==> config.mk <==
export PLATFORM = sky130hd
export DESIGN_NAME = slltc_top
export DESIGN_NICKNAME = d
export VERILOG_FILES = /design/src/slltc_top.v
export VERILOG_INCLUDE_DIRS = /design/src /design/src/src
export SDC_FILE = /design/constraint.sdc
export NUM_CORES = 1
export LEC_CHECK = 0
export ABC_AREA = 1
export BUFFER_PORTS_ARGS = -buffer_cell sky130_fd_sc_hd__buf_2
export CAP_MARGIN = 20
export CORE_MARGIN = 5
export CORE_UTILIZATION = 35
export CTS_CLUSTER_DIAMETER = 150
export DETAILED_ROUTE_END_ITERATION = 16
export MAX_ROUTING_LAYER = met4
export PLACE_DENSITY = 0.61
export SETUP_SLACK_MARGIN = 0.4
export SLEW_MARGIN = 25
export SYNTH_ARGS = -nofsm -noshare
export SYNTH_HDL_FRONTEND = slang
export SYNTH_SLANG_ARGS = --single-unit
==> constraint.sdc <==
create_clock -name ref_clk -period 2 [get_ports ref_clk]
set_input_delay 0.1 -clock ref_clk [delete_from_list [all_inputs] [get_ports ref_clk]]
set_output_delay 0.1 -clock ref_clk [all_outputs]
set_load 0.01 [all_outputs]
==> src/slltc_defs.vh <==
`ifndef SLLTC_DEFS_VH
`define SLLTC_DEFS_VH

// Register addresses
`define SLLTC_A_EXIT_NS        16'h4829
`define SLLTC_A_DZERO_UI       16'h482a
`define SLLTC_A_DTRAIL_UI      16'h482b
`define SLLTC_A_CZERO_UI       16'h482c
`define SLLTC_A_CPREP_UI       16'h482d
`define SLLTC_A_CPOST_UI       16'h482e
`define SLLTC_A_CTRAIL_UI      16'h482f
`define SLLTC_A_LPX_UI         16'h4830
`define SLLTC_A_DPREP_UI       16'h4831
`define SLLTC_A_EXIT_UI        16'h4832
`define SLLTC_A_LOWB_HI        16'h4833
`define SLLTC_A_LOWB_LO        16'h4834
`define SLLTC_A_TOPB_HI        16'h4835
`define SLLTC_A_TOPB_LO        16'h4836
`define SLLTC_A_PERIOD         16'h4837
`define SLLTC_A_WAKEUP         16'h4838
`define SLLTC_A_DIRDLY         16'h483a
`define SLLTC_A_LPGPIO         16'h483b
`define SLLTC_A_LPXPRE         16'h483c
`define SLLTC_A_TA_GO          16'h483d
`define SLLTC_A_TA_SURE        16'h483e
`define SLLTC_A_TA_GET         16'h483f
`define SLLTC_A_CEIL_HI        16'h4846
`define SLLTC_A_CEIL_LO        16'h4847
`define SLLTC_A_FLOOR_HI       16'h4848
`define SLLTC_A_FLOOR_LO       16'h4849
`define SLLTC_A_IRQ            16'h4850
`define SLLTC_A_TXWR           16'h4851
`define SLLTC_A_TXSTOP         16'h4852
`define SLLTC_A_TAACK          16'h4853
`define SLLTC_A_TAREQ          16'h4854
`define SLLTC_A_HS0            16'h4861
`define SLLTC_A_HS3            16'h4864
`define SLLTC_A_STATUS         16'h4865

// Reset values
`define SLLTC_R_EXIT_NS        8'h64
`define SLLTC_R_DZERO_UI       8'h05
`define SLLTC_R_DTRAIL_UI      8'h04
`define SLLTC_R_CPOST_UI       8'h34
`define SLLTC_R_DPREP_UI       8'h04
`define SLLTC_R_ZERO           8'h00
`define SLLTC_R_ONES           8'hff
`define SLLTC_R_PERIOD         8'h19
`define SLLTC_R_WAKEUP         8'h02
`define SLLTC_R_DIRDLY         8'h08
`define SLLTC_R_LPGPIO         8'h33
`define SLLTC_R_LPXPRE         8'h4f
`define SLLTC_R_TA_GO          8'h10
`define SLLTC_R_TA_SURE        8'h06
`define SLLTC_R_TA_GET         8'h14
`define SLLTC_R_CLIP_HI        8'h0f

// Field positions
`define SLLTC_F_L1_SEL         7
`define SLLTC_F_L1_DIR         6
`define SLLTC_F_L1_P           5
`define SLLTC_F_L1_N           4
`define SLLTC_F_L2_SEL         3
`define SLLTC_F_L2_DIR         2
`define SLLTC_F_L2_P           1
`define SLLTC_F_L2_N           0
`define SLLTC_F_EXIT_SEL       3
`define SLLTC_WAKE_SHIFT       12
`define SLLTC_DIR_SHIFT        1

`endif

==> src/slltc_top.v <==
// Functional notes
// RQ1: Exit time is ns minimum plus UI count.
// RQ2: Separate UI minimums added to ns minimums. Code adds them to a zero ns minimum for every interval but exit.
// RQ3: Prepare intervals bounded by min and max.
// RQ4: Lane register access limited to address window.
// RQ5: Auto calculations use period with fraction bit.
// RQ6: Hold wakeup state for value times 4096.
// RQ7: Wait direction delay times two after LP11.
// RQ8: Per-lane auto/manual direction and manual levels.
// RQ9: Pulse width in SCLK, preclock in double pixel clock.
// RQ10: Turnaround go, sure, get SCLK counts.
// RQ11: Clip output data to programmed maximum.
// RQ12: Clip output data to programmed minimum.
// RQ13: Irq register write gives one-cycle pulse.
// RQ14: Transmit-write pulse sends byte in escape.
// RQ15: Transmit-stop pulse returns lane to LP11.
// RQ16: Accept write prepares for turnaround reception.
// RQ17: Request write sends turnaround to far end.
// RQ18: Four handshake bytes readable, never writable.
// RQ19: Status flags receiver active and transmitter busy.
// RQ20: Status low bits show live lane levels.
// RQ21: Selector chooses auto or programmed value.
// RQ22: Pulse registers store nothing; reads return zero. Code keeps the last transmit-write byte on esc_byte.
// RQ23: Software requests turnaround only when idle.
`timescale 1ns/10ps
`default_nettype none
`include "slltc_defs.vh"

module slltc_top #(
  parameter DATA_W = 12,
  parameter UI_NS_X2 = 4
)(
  // Clock and reset
  input  wire                ref_clk,
  input  wire                rst_b,
  // Register port
  input  wire                reg_wr,
  input  wire                reg_rd,
  input  wire [15:0]         reg_addr,
  input  wire [7:0]          reg_wdata,
  output reg  [7:0]          reg_rdata,
  // Lane-side access requests
  input  wire                lane_acc_req,
  input  wire [15:0]         lane_acc_addr,
  output reg                 lane_acc_grant,
  // Timing selectors and lane events
  input  wire [7:0]          timing_source_select,
  input  wire                lane_at_lp11,
  input  wire                wake_start,
  input  wire                lane1_auto_direction,
  input  wire                lane2_auto_direction,
  // Handshake bytes and status inputs
  input  wire [31:0]         handshake_in,
  input  wire                lp_receive_active,
  input  wire                tx_busy,
  input  wire                lane1_p_level_in,
  input  wire                lane1_n_level_in,
  input  wire                lane2_p_level_in,
  input  wire                lane2_n_level_in,
  // Pixel data path
  input  wire [DATA_W-1:0]   pix_in,
  output reg  [DATA_W-1:0]   pix_out,
  // Computed intervals in half-ns units; SCLK, pixel-clock and cycle counts
  output reg  [9:0]          exit_interval,
  output reg  [9:0]          data_zero_interval,
  output reg  [9:0]          data_trail_interval,
  output reg  [9:0]          clock_zero_interval,
  output reg  [9:0]          clock_post_interval,
  output reg  [9:0]          clock_trail_interval,
  output reg  [9:0]          lp_pulse_interval,
  output reg  [9:0]          data_prep_interval,
  output reg  [9:0]          clock_prep_interval,
  output reg  [3:0]          lp_pulse_sclk,
  output reg  [3:0]          clock_pre_pclk,
  output reg  [7:0]          ta_go_cycles,
  output reg  [7:0]          ta_sure_cycles,
  output reg  [7:0]          ta_get_cycles,
  // Lane control
  output reg                 wake_hold,
  output reg                 lane1_dir,
  output reg                 lane2_dir,
  output reg                 lane1_p_level_out,
  output reg                 lane1_n_level_out,
  output reg                 lane2_p_level_out,
  output reg                 lane2_n_level_out,
  // Pulses
  output reg                 mcu_irq,
  output reg                 esc_send,
  output reg  [7:0]          esc_byte,
  output reg                 esc_stop,
  output reg                 ta_accept,
  output reg                 ta_request
);

  reg [7:0] exit_ns, dzero_ui, dtrail_ui, czero_ui, cprep_ui, cpost_ui;
  reg [7:0] ctrail_ui, lpx_ui, dprep_ui, exit_ui;
  reg [7:0] lowb_hi, lowb_lo, topb_hi, topb_lo, period, wakeup, dirdly;
  reg [7:0] lp_gpio, lpxpre, ta_go, ta_sure, ta_get;
  reg [7:0] ceil_hi, ceil_lo, floor_hi, floor_lo;
  reg [7:0] next_rdata;

  reg [20:0] wake_cnt;
  reg [8:0]  dir_cnt;
  reg        dir_pending;

  wire [15:0] ceil_v  = {ceil_hi, ceil_lo};
  wire [15:0] floor_v = {floor_hi, floor_lo};

  // Interval in half-ns: ns minimum plus UI count times UI period, or period times 4 when sel is 0
  function [9:0] ival;
    input [7:0] ns_min;
    input [7:0] ui;
    input       sel;
    input [7:0] per;
    reg   [15:0] t;
    begin
      t = {7'h00, ns_min, 1'b0} + {8'h00, ui} * UI_NS_X2[15:0];
      if (!sel)
        t = {8'h00, per} * 16'h0004;
      ival = t[9:0];
    end
  endfunction

  // Clamp a prepare UI count into its min/max range
  // A zero ceiling leaves the range open above
  function [7:0] clamp_ui;
    input [7:0] v;
    input [3:0] lo;
    input [3:0] hi;
    begin
      clamp_ui = v;
      if (v < {4'h0, lo})
        clamp_ui = {4'h0, lo};
      else if (hi != 4'h0 && v > {4'h0, hi})
        clamp_ui = {4'h0, hi};
    end
  endfunction

  // Register writes
  always @(posedge ref_clk or negedge rst_b)
  begin
    if (!rst_b)
    begin
      exit_ns <= `SLLTC_R_EXIT_NS;
      dzero_ui <= `SLLTC_R_DZERO_UI;
      dtrail_ui <= `SLLTC_R_DTRAIL_UI;
      czero_ui <= `SLLTC_R_ZERO;
      cprep_ui <= `SLLTC_R_ZERO;
      cpost_ui <= `SLLTC_R_CPOST_UI;
      ctrail_ui <= `SLLTC_R_ZERO;
      lpx_ui <= `SLLTC_R_ZERO;
      dprep_ui <= `SLLTC_R_DPREP_UI;
      exit_ui <= `SLLTC_R_ZERO;
      lowb_hi <= `SLLTC_R_ZERO;
      lowb_lo <= `SLLTC_R_ZERO;
      topb_hi <= `SLLTC_R_ONES;
      topb_lo <= `SLLTC_R_ONES;
      period <= `SLLTC_R_PERIOD;
      wakeup <= `SLLTC_R_WAKEUP;
      dirdly <= `SLLTC_R_DIRDLY;
      lp_gpio <= `SLLTC_R_LPGPIO;
      lpxpre <= `SLLTC_R_LPXPRE;
      ta_go <= `SLLTC_R_TA_GO;
      ta_sure <= `SLLTC_R_TA_SURE;
      ta_get <= `SLLTC_R_TA_GET;
      ceil_hi <= `SLLTC_R_CLIP_HI;
      ceil_lo <= `SLLTC_R_ONES;
      floor_hi <= `SLLTC_R_CLIP_HI;
      floor_lo <= `SLLTC_R_ONES;
    end
    else if (reg_wr)
    begin
      case (reg_addr)
        `SLLTC_A_EXIT_NS:   exit_ns <= reg_wdata;
        `SLLTC_A_DZERO_UI:  dzero_ui <= reg_wdata;
        `SLLTC_A_DTRAIL_UI: dtrail_ui <= reg_wdata;
        `SLLTC_A_CZERO_UI:  czero_ui <= reg_wdata;
        `SLLTC_A_CPREP_UI:  cprep_ui <= reg_wdata;
        `SLLTC_A_CPOST_UI:  cpost_ui <= reg_wdata;
        `SLLTC_A_CTRAIL_UI: ctrail_ui <= reg_wdata;
        `SLLTC_A_LPX_UI:    lpx_ui <= reg_wdata;
        `SLLTC_A_DPREP_UI:  dprep_ui <= reg_wdata;
        `SLLTC_A_EXIT_UI:   exit_ui <= reg_wdata;
        `SLLTC_A_LOWB_HI:   lowb_hi <= reg_wdata;
        `SLLTC_A_LOWB_LO:   lowb_lo <= reg_wdata;
        `SLLTC_A_TOPB_HI:   topb_hi <= reg_wdata;
        `SLLTC_A_TOPB_LO:   topb_lo <= reg_wdata;
        `SLLTC_A_PERIOD:    period <= reg_wdata;
        `SLLTC_A_WAKEUP:    wakeup <= reg_wdata;
        `SLLTC_A_DIRDLY:    dirdly <= reg_wdata;
        `SLLTC_A_LPGPIO:    lp_gpio <= reg_wdata;
        `SLLTC_A_LPXPRE:    lpxpre <= reg_wdata;
        `SLLTC_A_TA_GO:     ta_go <= reg_wdata;
        `SLLTC_A_TA_SURE:   ta_sure <= reg_wdata;
        `SLLTC_A_TA_GET:    ta_get <= reg_wdata;
        `SLLTC_A_CEIL_HI:   ceil_hi <= {4'h0, reg_wdata[3:0]};
        `SLLTC_A_CEIL_LO:   ceil_lo <= reg_wdata;
        `SLLTC_A_FLOOR_HI:  floor_hi <= {4'h0, reg_wdata[3:0]};
        `SLLTC_A_FLOOR_LO:  floor_lo <= reg_wdata;
        default:            ;
      endcase
    end
  end

  // Read mux; pulse registers and unmapped read zero
  always @*
  begin
    next_rdata = 8'h00;
    case (reg_addr)
      `SLLTC_A_EXIT_NS:   next_rdata = exit_ns;
      `SLLTC_A_DZERO_UI:  next_rdata = dzero_ui;
      `SLLTC_A_DTRAIL_UI: next_rdata = dtrail_ui;
      `SLLTC_A_CZERO_UI:  next_rdata = czero_ui;
      `SLLTC_A_CPREP_UI:  next_rdata = {2'b00, cprep_ui[5:0]};
      `SLLTC_A_CPOST_UI:  next_rdata = cpost_ui;
      `SLLTC_A_CTRAIL_UI: next_rdata = ctrail_ui;
      `SLLTC_A_LPX_UI:    next_rdata = lpx_ui;
      `SLLTC_A_DPREP_UI:  next_rdata = dprep_ui;
      `SLLTC_A_EXIT_UI:   next_rdata = exit_ui;
      `SLLTC_A_LOWB_HI:   next_rdata = lowb_hi;
      `SLLTC_A_LOWB_LO:   next_rdata = lowb_lo;
      `SLLTC_A_TOPB_HI:   next_rdata = topb_hi;
      `SLLTC_A_TOPB_LO:   next_rdata = topb_lo;
      `SLLTC_A_PERIOD:    next_rdata = period;
      `SLLTC_A_WAKEUP:    next_rdata = wakeup;
      `SLLTC_A_DIRDLY:    next_rdata = dirdly;
      `SLLTC_A_LPGPIO:    next_rdata = lp_gpio;
      `SLLTC_A_LPXPRE:    next_rdata = lpxpre;
      `SLLTC_A_TA_GO:     next_rdata = ta_go;
      `SLLTC_A_TA_SURE:   next_rdata = ta_sure;
      `SLLTC_A_TA_GET:    next_rdata = ta_get;
      `SLLTC_A_CEIL_HI:   next_rdata = ceil_hi;
      `SLLTC_A_CEIL_LO:   next_rdata = ceil_lo;
      `SLLTC_A_FLOOR_HI:  next_rdata = floor_hi;
      `SLLTC_A_FLOOR_LO:  next_rdata = floor_lo;

      `SLLTC_A_STATUS:                                                   // [RQ19] [RQ20]
        next_rdata = {2'b00, lp_receive_active, tx_busy, lane1_p_level_in,
                      lane1_n_level_in, lane2_p_level_in, lane2_n_level_in};
      default:
        if (reg_addr >= `SLLTC_A_HS0 && reg_addr <= `SLLTC_A_HS3)   // [RQ18]
          next_rdata = handshake_in[{reg_addr[1:0] - 2'd1, 3'b000} +: 8];
    endcase
  end

  // Registered outputs and pulses
  always @(posedge ref_clk or negedge rst_b)
  begin
    if (!rst_b)
    begin
      reg_rdata <= 8'h00;
      lane_acc_grant <= 1'b0;
      pix_out <= {DATA_W{1'b0}};
      exit_interval <= 10'h000;
      data_zero_interval <= 10'h000;
      data_trail_interval <= 10'h000;
      clock_zero_interval <= 10'h000;
      clock_post_interval <= 10'h000;
      clock_trail_interval <= 10'h000;
      lp_pulse_interval <= 10'h000;
      data_prep_interval <= 10'h000;
      clock_prep_interval <= 10'h000;
      lp_pulse_sclk <= 4'h0;
      clock_pre_pclk <= 4'h0;
      ta_go_cycles <= 8'h00;
      ta_sure_cycles <= 8'h00;
      ta_get_cycles <= 8'h00;
      lane1_p_level_out <= 1'b0;
      lane1_n_level_out <= 1'b0;
      lane2_p_level_out <= 1'b0;
      lane2_n_level_out <= 1'b0;
      mcu_irq <= 1'b0;
      esc_send <= 1'b0;
      esc_byte <= 8'h00;
      esc_stop <= 1'b0;
      ta_accept <= 1'b0;
      ta_request <= 1'b0;
    end
    else
    begin
      reg_rdata <= reg_rd ? next_rdata : 8'h00;

      lane_acc_grant <= lane_acc_req && lane_acc_addr >= {lowb_hi, lowb_lo}   // [RQ4]
                        && lane_acc_addr <= {topb_hi, topb_lo};
      if ({4'h0, pix_in} > ceil_v)                                  // [RQ11]
        pix_out <= ceil_v[DATA_W-1:0];
      else if ({4'h0, pix_in} < floor_v)                            // [RQ12]
        pix_out <= floor_v[DATA_W-1:0];
      else
        pix_out <= pix_in;

      // Timing intervals; selector 0 derives from period [RQ5] [RQ21]
      exit_interval <= ival(exit_ns, exit_ui, timing_source_select[`SLLTC_F_EXIT_SEL],
                            period);                                // [RQ1]
      data_zero_interval <= ival(8'h00, dzero_ui, timing_source_select[2], period); // [RQ2]
      data_trail_interval <= ival(8'h00, dtrail_ui, timing_source_select[1], period);
      clock_zero_interval <= ival(8'h00, czero_ui, timing_source_select[0], period);
      clock_post_interval <= ival(8'h00, cpost_ui, timing_source_select[5], period);
      clock_trail_interval <= ival(8'h00, ctrail_ui, timing_source_select[4], period);
      lp_pulse_interval <= ival(8'h00, lpx_ui, 1'b1, period);
      data_prep_interval <= ival(8'h00, clamp_ui(dprep_ui, dprep_ui[3:0],
                                 dprep_ui[7:4]), timing_source_select[7], period); // [RQ3]
      clock_prep_interval <= ival(8'h00, clamp_ui(cprep_ui, cprep_ui[3:0],
                                  {2'b00, cprep_ui[5:4]}), timing_source_select[6], period);
      lp_pulse_sclk <= lpxpre[7:4];                                 // [RQ9]
      clock_pre_pclk <= lpxpre[3:0];

      ta_go_cycles <= ta_go;                                        // [RQ10]
      ta_sure_cycles <= ta_sure;
      ta_get_cycles <= ta_get;

      lane1_p_level_out <= lp_gpio[`SLLTC_F_L1_P];                  // [RQ8]
      lane1_n_level_out <= lp_gpio[`SLLTC_F_L1_N];
      lane2_p_level_out <= lp_gpio[`SLLTC_F_L2_P];
      lane2_n_level_out <= lp_gpio[`SLLTC_F_L2_N];

      // Write-only pulse registers read as zero; only the transmit-write byte is kept, on esc_byte [RQ22]
      mcu_irq <= reg_wr && reg_addr == `SLLTC_A_IRQ;                // [RQ13]
      esc_send <= reg_wr && reg_addr == `SLLTC_A_TXWR;              // [RQ14]
      if (reg_wr && reg_addr == `SLLTC_A_TXWR)
        esc_byte <= reg_wdata;
      esc_stop <= reg_wr && reg_addr == `SLLTC_A_TXSTOP;            // [RQ15]
      ta_accept <= reg_wr && reg_addr == `SLLTC_A_TAACK;            // [RQ16]
      ta_request <= reg_wr && reg_addr == `SLLTC_A_TAREQ;           // [RQ17]
    end
  end

  // Wakeup hold and direction-change delay
  always @(posedge ref_clk or negedge rst_b)
  begin
    if (!rst_b)
    begin
      wake_cnt <= 21'h000000;
      wake_hold <= 1'b0;
      dir_cnt <= 9'h000;
      dir_pending <= 1'b0;
      lane1_dir <= 1'b0;
      lane2_dir <= 1'b0;
    end
    else
    begin
      if (wake_start && !wake_hold)
      begin
        wake_cnt <= {1'b0, wakeup, 12'h000};                        // [RQ6]
        wake_hold <= wakeup != 8'h00;
      end
      else if (wake_hold)
      begin
        wake_cnt <= wake_cnt - 21'h000001;
        wake_hold <= wake_cnt > 21'h000001;
      end

      // Direction waits for the lane to rest at LP11
      if (!lane_at_lp11)
      begin
        dir_cnt <= {dirdly, 1'b0};                                  // [RQ7]
        dir_pending <= 1'b1;
      end
      else if (dir_pending && dir_cnt != 9'h000)
        dir_cnt <= dir_cnt - 9'h001;
      else
      begin
        dir_pending <= 1'b0;
        lane1_dir <= lp_gpio[`SLLTC_F_L1_SEL] ? lp_gpio[`SLLTC_F_L1_DIR]  // [RQ8]
                                              : lane1_auto_direction;
        lane2_dir <= lp_gpio[`SLLTC_F_L2_SEL] ? lp_gpio[`SLLTC_F_L2_DIR]
                                              : lane2_auto_direction;
      end
    end
  end

endmodule
`default_nettype wire

==> impl_results.md, run 1 <==
- Status: completed
- DR DRC count: 0
- Fin Clk Skew: 30.2 ps
- Final setup fails: 0
- Most frequent cells in the layout: nand2_1, dfrtp_1, buf_2
- Max cap viols: 0
- DRT iter0 DRCs: 1818
- Global route overflow: 0
- Seq/Total Area, Yosys: 0.500
- Post-DP HPWL: 54900 um
- Post-synth top area share: 0.405
- Synth Flop Type: dfrtp_1
- Placed inst area: 22100 um^2
- Initial antenna violation count: 4
- Core area: 53900 um^2
- Commonest non-fill, non-tap cell in the layout: nand2_1
- Die X: 243 um
- Routability Congestion: 1.05
- Area contributors post-synth: dfrtp_1, nand2_1, dfstp_2, nand3_1, o21ai_0
- Die area: 59200 um^2
- Tot GR Track Use: 0.242
- FFs w/ async S/R, synth: 1.00
- Yosys reg bits: 377
- Fmax: 0.507 GHz
- Final-report hold violation count: 0
- Max-slew violations: 0
- RSZ-0062 raised after global routing: true
- Maximum fanout along the worst path: 6
- Layout Nets: 2817
- YS warnings: 0
- Design area: 25100 um^2
- Drt wl/cell: 21.4 um
- Global-route wire length before repair: 108000 um
- Root Buffer Master: clkbuf_16
- Worst hold slack: 19.9 ps
- Min Tclk post-route: 1970 ps
- Largest net degree at the start of global routing: 67
- DR vias/cell: 5.19
- TritonCTS Buffers: 42
- CTS sink count: 377
- Layout Utilization: 0.465
- Slew headroom: 0.488
- Share of cells above drive strength 1: 0.297
- Chip height: 243 um
- Starting density of the core: 0.353
- Synthesized cell area: 19000 um^2
- Worst Tran Pin Value: 766 ps
- Via count: 17500
- ANT nets after route: 0
- Hold Path Depth: 4
- Router iterations before antenna repair: 6
- IO Port Bufs: 252
- Worst Reg-to-Reg Cells: 12
- Startpoint types: flip-flop
- Power, Total: 17.2 mW
- CTS tree: built
- I/O pin cnt: 270
- Worst-Skew Late Latency: 580 ps
- Worst Path Required: 2450 ps
- Post-synth EDFFs: 0
- Synth area leader: dfrtp_1
- Worst Hold Class: primary input to flip-flop
- Distinct cells, synth: 48
- Syn_area_per_cell: 8.54 um^2
- Drt total wl: 72300 um
- Crit Path Category: flip-flop to flip-flop
- CP Capture Type: flip-flop
- Critical path data arrival time: 2420 ps
- H-tree Lvls: 2
- Area growth syn-to-layout: 31.6%
- Clock tree buffer depth: 3
- Leak Pwr: 12.1 nW
- Cells after synthesis: 2231
- VDD IR-drop max: 534 uV
- Vias in the first global route: 17200
- Cell Rows: 85
- PD cells: 688 nW/um^2
- Final period util: 0.987
- Fillcell total: 5192
- Clock Pin Slew Worst Setup and Hold Paths: 60 ps
[cell type report]
class	instances	area, um^2	area share
Antenna cell	3	7.51	0.000299
Inverter	170	648	0.0259
Timing Repair Buffer	451	3240	0.129
Clock buffer	63	1250	0.0499
Clock inverter	15	209	0.00833
Sequential cell	377	9530	0.380
Multi-Input combinational cell	1598	9310	0.371
Tap cell	696	871	0.0347
[worst paths after layout]
kind	slack, ps	end	from
worst max-delay path	30	pix_out[6]$_DFF_PN0_	ceil_lo[1]$_DFFE_PN1P_
worst min-delay path	20	dprep_ui[3]$_DFFE_PN0P_	reg_wdata[3]
worst max register to register	30	pix_out[6]$_DFF_PN0_	ceil_lo[1]$_DFFE_PN1P_
worst min register to register	430	ta_go_cycles[4]$_DFF_PN0_	ta_go[4]$_DFFE_PN1P_
max in group asynchronous	1190	dirdly[3]$_DFFE_PN1P_	rst_b
min in group asynchronous	50	ta_get[5]$_DFFE_PN0P_	rst_b
[repair_timing]
action                                 in CTS  in global routing
endpoints found under the hold margin     433                  0
setup buffers                              22                 20
cloned                                      5                  1
gates resized for setup                    53                132
pin swaps                                  14                 40
setup endpoints to repair                  34                 47
hold buffers                               31                  0
[kinds of logic (layout without fill, tap and decap cells)]
family                   after synthesis  count (layout)  synth area share
adder cells (fa/ha/maj)               70              70            0.0464
AO/OA/AOI/OAI                        405             405             0.125
multiplexers                           2               2           0.00105
AND/OR/NAND/NOR                     1088            1091             0.259
other                                  1              20          0.000197
flip-flops                           377             377             0.500
buffers and inverters                275             699            0.0625
XOR/XNOR                              13              13           0.00598
[routing by layer]
metal / track usage / up-vias / share of wire
met1: 0.308 / 8507 / 0.40
met3: 0.0377 / 126 / 0.069
met4: 0.0724 / 0 / 0.034
li1: - / 8217 / -
met5: - / - / 0
met2: 0.401 / 665 / 0.49
[metrics by stage]
step | instances | TNS [ps] | setup WS (ps)
after floorplan | 2247 | 0 | 232
after global placement | 3213 | -4.79 | -4.79
after detailed placement | 3213 | -34.3 | -18.0
after CTS | 3349 | 0 | 64.2
after global routing | 3373 | -522 | -65.9
final | 3373 | 0 | 26.8
[critical path: stages, from the launching register on]
cell       delay [ps]
dfstp_2           550
inv_4              50
ha_4              260
inv_2              30
nor2_2             60
nor2_1             40
o21ai_1           160
nand3_1           120
o2111ai_2         100
nand2_4           150
clkbuf_16         200
nand2_2            60
o21ai_2            60
[power breakdown]
part,switching [mW],internal [mW]
Combinational,0.846,0.464
Sequential,0.0684,7.74
Clock,3.25,4.87
[state kept, by name, indices dropped and copies added, names as in the netlist, 9 cells and up]
| name | flops |
|---|---|
| dir_cnt | 9 |
| exit_interval | 9 |
| pix_out | 12 |
| wake_cnt | 21 |
[Yosys cell counts (all sizes together) (8+ instances only)]
library cell  number
nand2            567
dfrtp            308
nand3            246
o21ai            229
nor2             223
inv              167
o21a             104
dfstp             69
ha                69
buf               66
clkbuf            39
a21oi             35
nand4             27
nor3              16
o211ai            12
xnor2              9
o221ai             8
No activity file was read; power rests on OpenSTA's default activity.
==> inputs of run 2 (changes only) <==
--- a/config.mk
+++ b/config.mk
@@ -9,12 +9,14 @@
 export ABC_AREA = 1
 export BUFFER_PORTS_ARGS = -buffer_cell sky130_fd_sc_hd__buf_2
 export CAP_MARGIN = 20
+export CELL_PAD_IN_SITES_DETAIL_PLACEMENT = 0
+export CELL_PAD_IN_SITES_GLOBAL_PLACEMENT = 1
 export CORE_MARGIN = 5
 export CORE_UTILIZATION = 35
 export CTS_CLUSTER_DIAMETER = 150
 export DETAILED_ROUTE_END_ITERATION = 16
 export MAX_ROUTING_LAYER = met4
-export PLACE_DENSITY = 0.61
+export PLACE_DENSITY = 0.75
 export SETUP_SLACK_MARGIN = 0.4
 export SLEW_MARGIN = 25
 export SYNTH_ARGS = -nofsm -noshare
==> impl_results.md, run 2 (synthesis gave the netlist of run 1 again) <==
- Hold Path Depth: 5 (+1)
- Top flop regs: wake_cnt: 21 flops, pix_out: 12 flops
- DR vias/cell: 5.11 (-1.5%)
- Global-route wire length before repair: 107000 um (-0.74%)
- Register area: 9530 um^2 (unchanged)
- Fillcell total: 5126 (-1.3%)
- Tot GR Track Use: 0.241 (about the same)
- Top reg by flops: wake_cnt
- Area growth syn-to-layout: 33.0%
- Chip height: 243 um (unchanged)
- Largest register FFs: 21 (unchanged)
- Most frequent cells in the layout: nand2_1, dfrtp_1, buf_2
- Startpoint types: flip-flop
- Worst Reg-to-Reg Cells: 11 (-1)
- Initial antenna violation count: 3 (-1)
- Clock Pin Slew Worst Setup and Hold Paths: 60 ps (about the same)
- Final-report hold violation count: 0 (unchanged)
- Layout Nets: 2834 (+0.60%)
- I/O pin cnt: 270 (unchanged)
- Final period util: 0.998 (+0.0115)
- Post-DP HPWL: 55500 um (+1.2%)
- ANT nets after route: 0 (unchanged)
- Final setup fails: 0 (unchanged)
- VDD IR-drop max: 600 uV (+12%)
- CP Capture Type: flip-flop
- Fin Clk Skew: 20.7 ps (-9.41 ps)
- Hold path endpoint: mcu_irq$_DFF_PN0_
- Drt wl/cell: 21.3 um (-0.58%)
- DR DRC count: 0 (unchanged)
- Leak Pwr: 12.2 nW (+0.88%)
- Maximum fanout along the worst path: 6 (unchanged)
- Router iterations before antenna repair: 5 (-1)
- Footprint of the multi-input gates: 9240 um^2 (-0.83%)
- Fmax: 0.501 GHz (-1.2%)
- Cell Rows: 85 (unchanged)
- Share of cells above drive strength 1: 0.303 (+0.00656)
- Drt total wl: 72200 um (about the same)
- Min Tclk post-route: 2000 ps (+23.1 ps)
- PD cells: 698 nW/um^2 (+1.5%)
- Vias in the first global route: 17200 (-0.11%)
- Global route overflow: 0 (unchanged)
- Worst-Skew Late Latency: 590 ps (about the same)
- Status: completed
- Die area: 59200 um^2 (unchanged)
- Worst Path Required: 2470 ps (+20 ps)
- Placed cell count: 3225 (+0.37%)
- Worst hold slack: 38.0 ps (+18.1 ps)
- Crit Path Category: flip-flop to flip-flop
- Setup TNS: 0 ps (unchanged)
- Slew headroom: 0.524 (+0.0351)
- Routability Congestion: 1.00 (-4.7%)
- Core area: 53900 um^2 (unchanged)
- DRT iter0 DRCs: 1578 (-13%)
- CTS tree: built
- TritonCTS Buffers: 43 (+2.4%)
- Commonest non-fill, non-tap cell in the layout: nand2_1
- IO Port Bufs: 252 (unchanged)
- Via count: 17300 (-1.0%)
- Worst Tran Pin Value: 714 ps (-52.6 ps)
- Worst Hold Class: primary input to flip-flop
- Reg2reg start: ceil_hi[3]$_DFFE_PN1P_
- Max cap viols: 0 (unchanged)
- Flop-to-flop setup slack: 4 ps (-20 ps)
- Startpoint of the worst hold path: reg_addr[5]
- CTS sink count: 377 (unchanged)
- Largest net degree at the start of global routing: 59 (-12%)
- Max-slew violations: 0 (unchanged)
- RSZ-0062 raised after global routing: true
- Die X: 243 um (unchanged)
- Root Buffer Master: clkbuf_16
- Critical path data arrival time: 2460 ps (+40 ps)
- Fin cells: 3391 (+0.53%)
- Reg-to-Reg End: pix_out[4]$_DFF_PN0_
- Clock tree buffer depth: 3 (unchanged)
- Starting density of the core: 0.353 (unchanged)
- H-tree Lvls: 2 (unchanged)
[run 2: final cells by class]
cell class	instances	share of cell area
Antenna cell	3	0.000296
Clock buffer	58	0.0483
Clock inverter	22	0.0134
Inverter	170	0.0258
Multi-Input combinational cell	1595	0.365
Sequential cell	377	0.376
Tap cell	696	0.0344
Timing Repair Buffer	470	0.137
[run 2: what timing repair did]
| item | CTS | global route |
|---|---|---|
| cloned | 3 | 0 |
| resized for setup | 99 | 88 |
| pin swaps | 28 | 34 |
| setup endpoints to repair | 33 | 44 |
| hold endpoints to repair | 456 | 0 |
| setup buffers | 27 | 18 |
| hold buffers | 35 | 0 |
[run 2: critical path: stages (launching register included)]
cell	delay, ps
dfstp_2	550
clkinvlp_4	150
ha_4	320
nand4_1	100
inv_2	100
nand2_1	70
o2111ai_2	90
nand2_2	110
buf_6	150
buf_16	140
nand2_4	60
o21ai_2	40
[run 2: worst max path at each step]
stage	startpoint	end	slack, ps	cells after the start
5_1_grt	ceil_hi[3]$_DFFE_PN1P_	pix_out[9]$_DFF_PN0_	-80	11
3_3_place_gp	reg_addr[11]	reg_rdata[2]$_DFF_PN0_	-60	15
6_report	ceil_hi[3]$_DFFE_PN1P_	pix_out[4]$_DFF_PN0_	4	11
3_5_place_dp	reg_addr[14]	reg_rdata[2]$_DFF_PN0_	-70	15
2_1_floorplan	floor_lo[5]$_DFFE_PN1P_	pix_out[6]$_DFF_PN0_	230	12
4_1_cts	ceil_hi[3]$_DFFE_PN1P_	pix_out[8]$_DFF_PN0_	10	11
[run 2: through the flow]
step	area, um^2	worst slack (ps)	utilization	total power, mW
2_1_floorplan	19400	232	-	8.44
3_3_place_gp	22300	-64.9	0.413	9.10
3_5_place_dp	22300	-68.4	0.413	9.12
4_1_cts	24900	10.6	0.461	17.8
5_1_grt	25300	-79.3	0.470	18.3
6_report	25300	3.72	0.470	17.7
[run 2: report_power, final]
| group | internal [mW] | switching (mW) | total (mW) |
|---|---|---|---|
| sequential | 7.74 | 0.0643 | 7.81 |
| clock | 5.14 | 3.41 | 8.55 |
| combinational | 0.484 | 0.839 | 1.32 |
| total | 13.4 | 4.31 | 17.7 |
[run 2: metal layers]
layer  vias up  track usage  share of wire
met1      8373        0.303           0.41
met4         0       0.0911          0.041
met5         -            -              0
li1       8229            -              -
met2       588        0.399           0.49
met3       146       0.0342          0.060
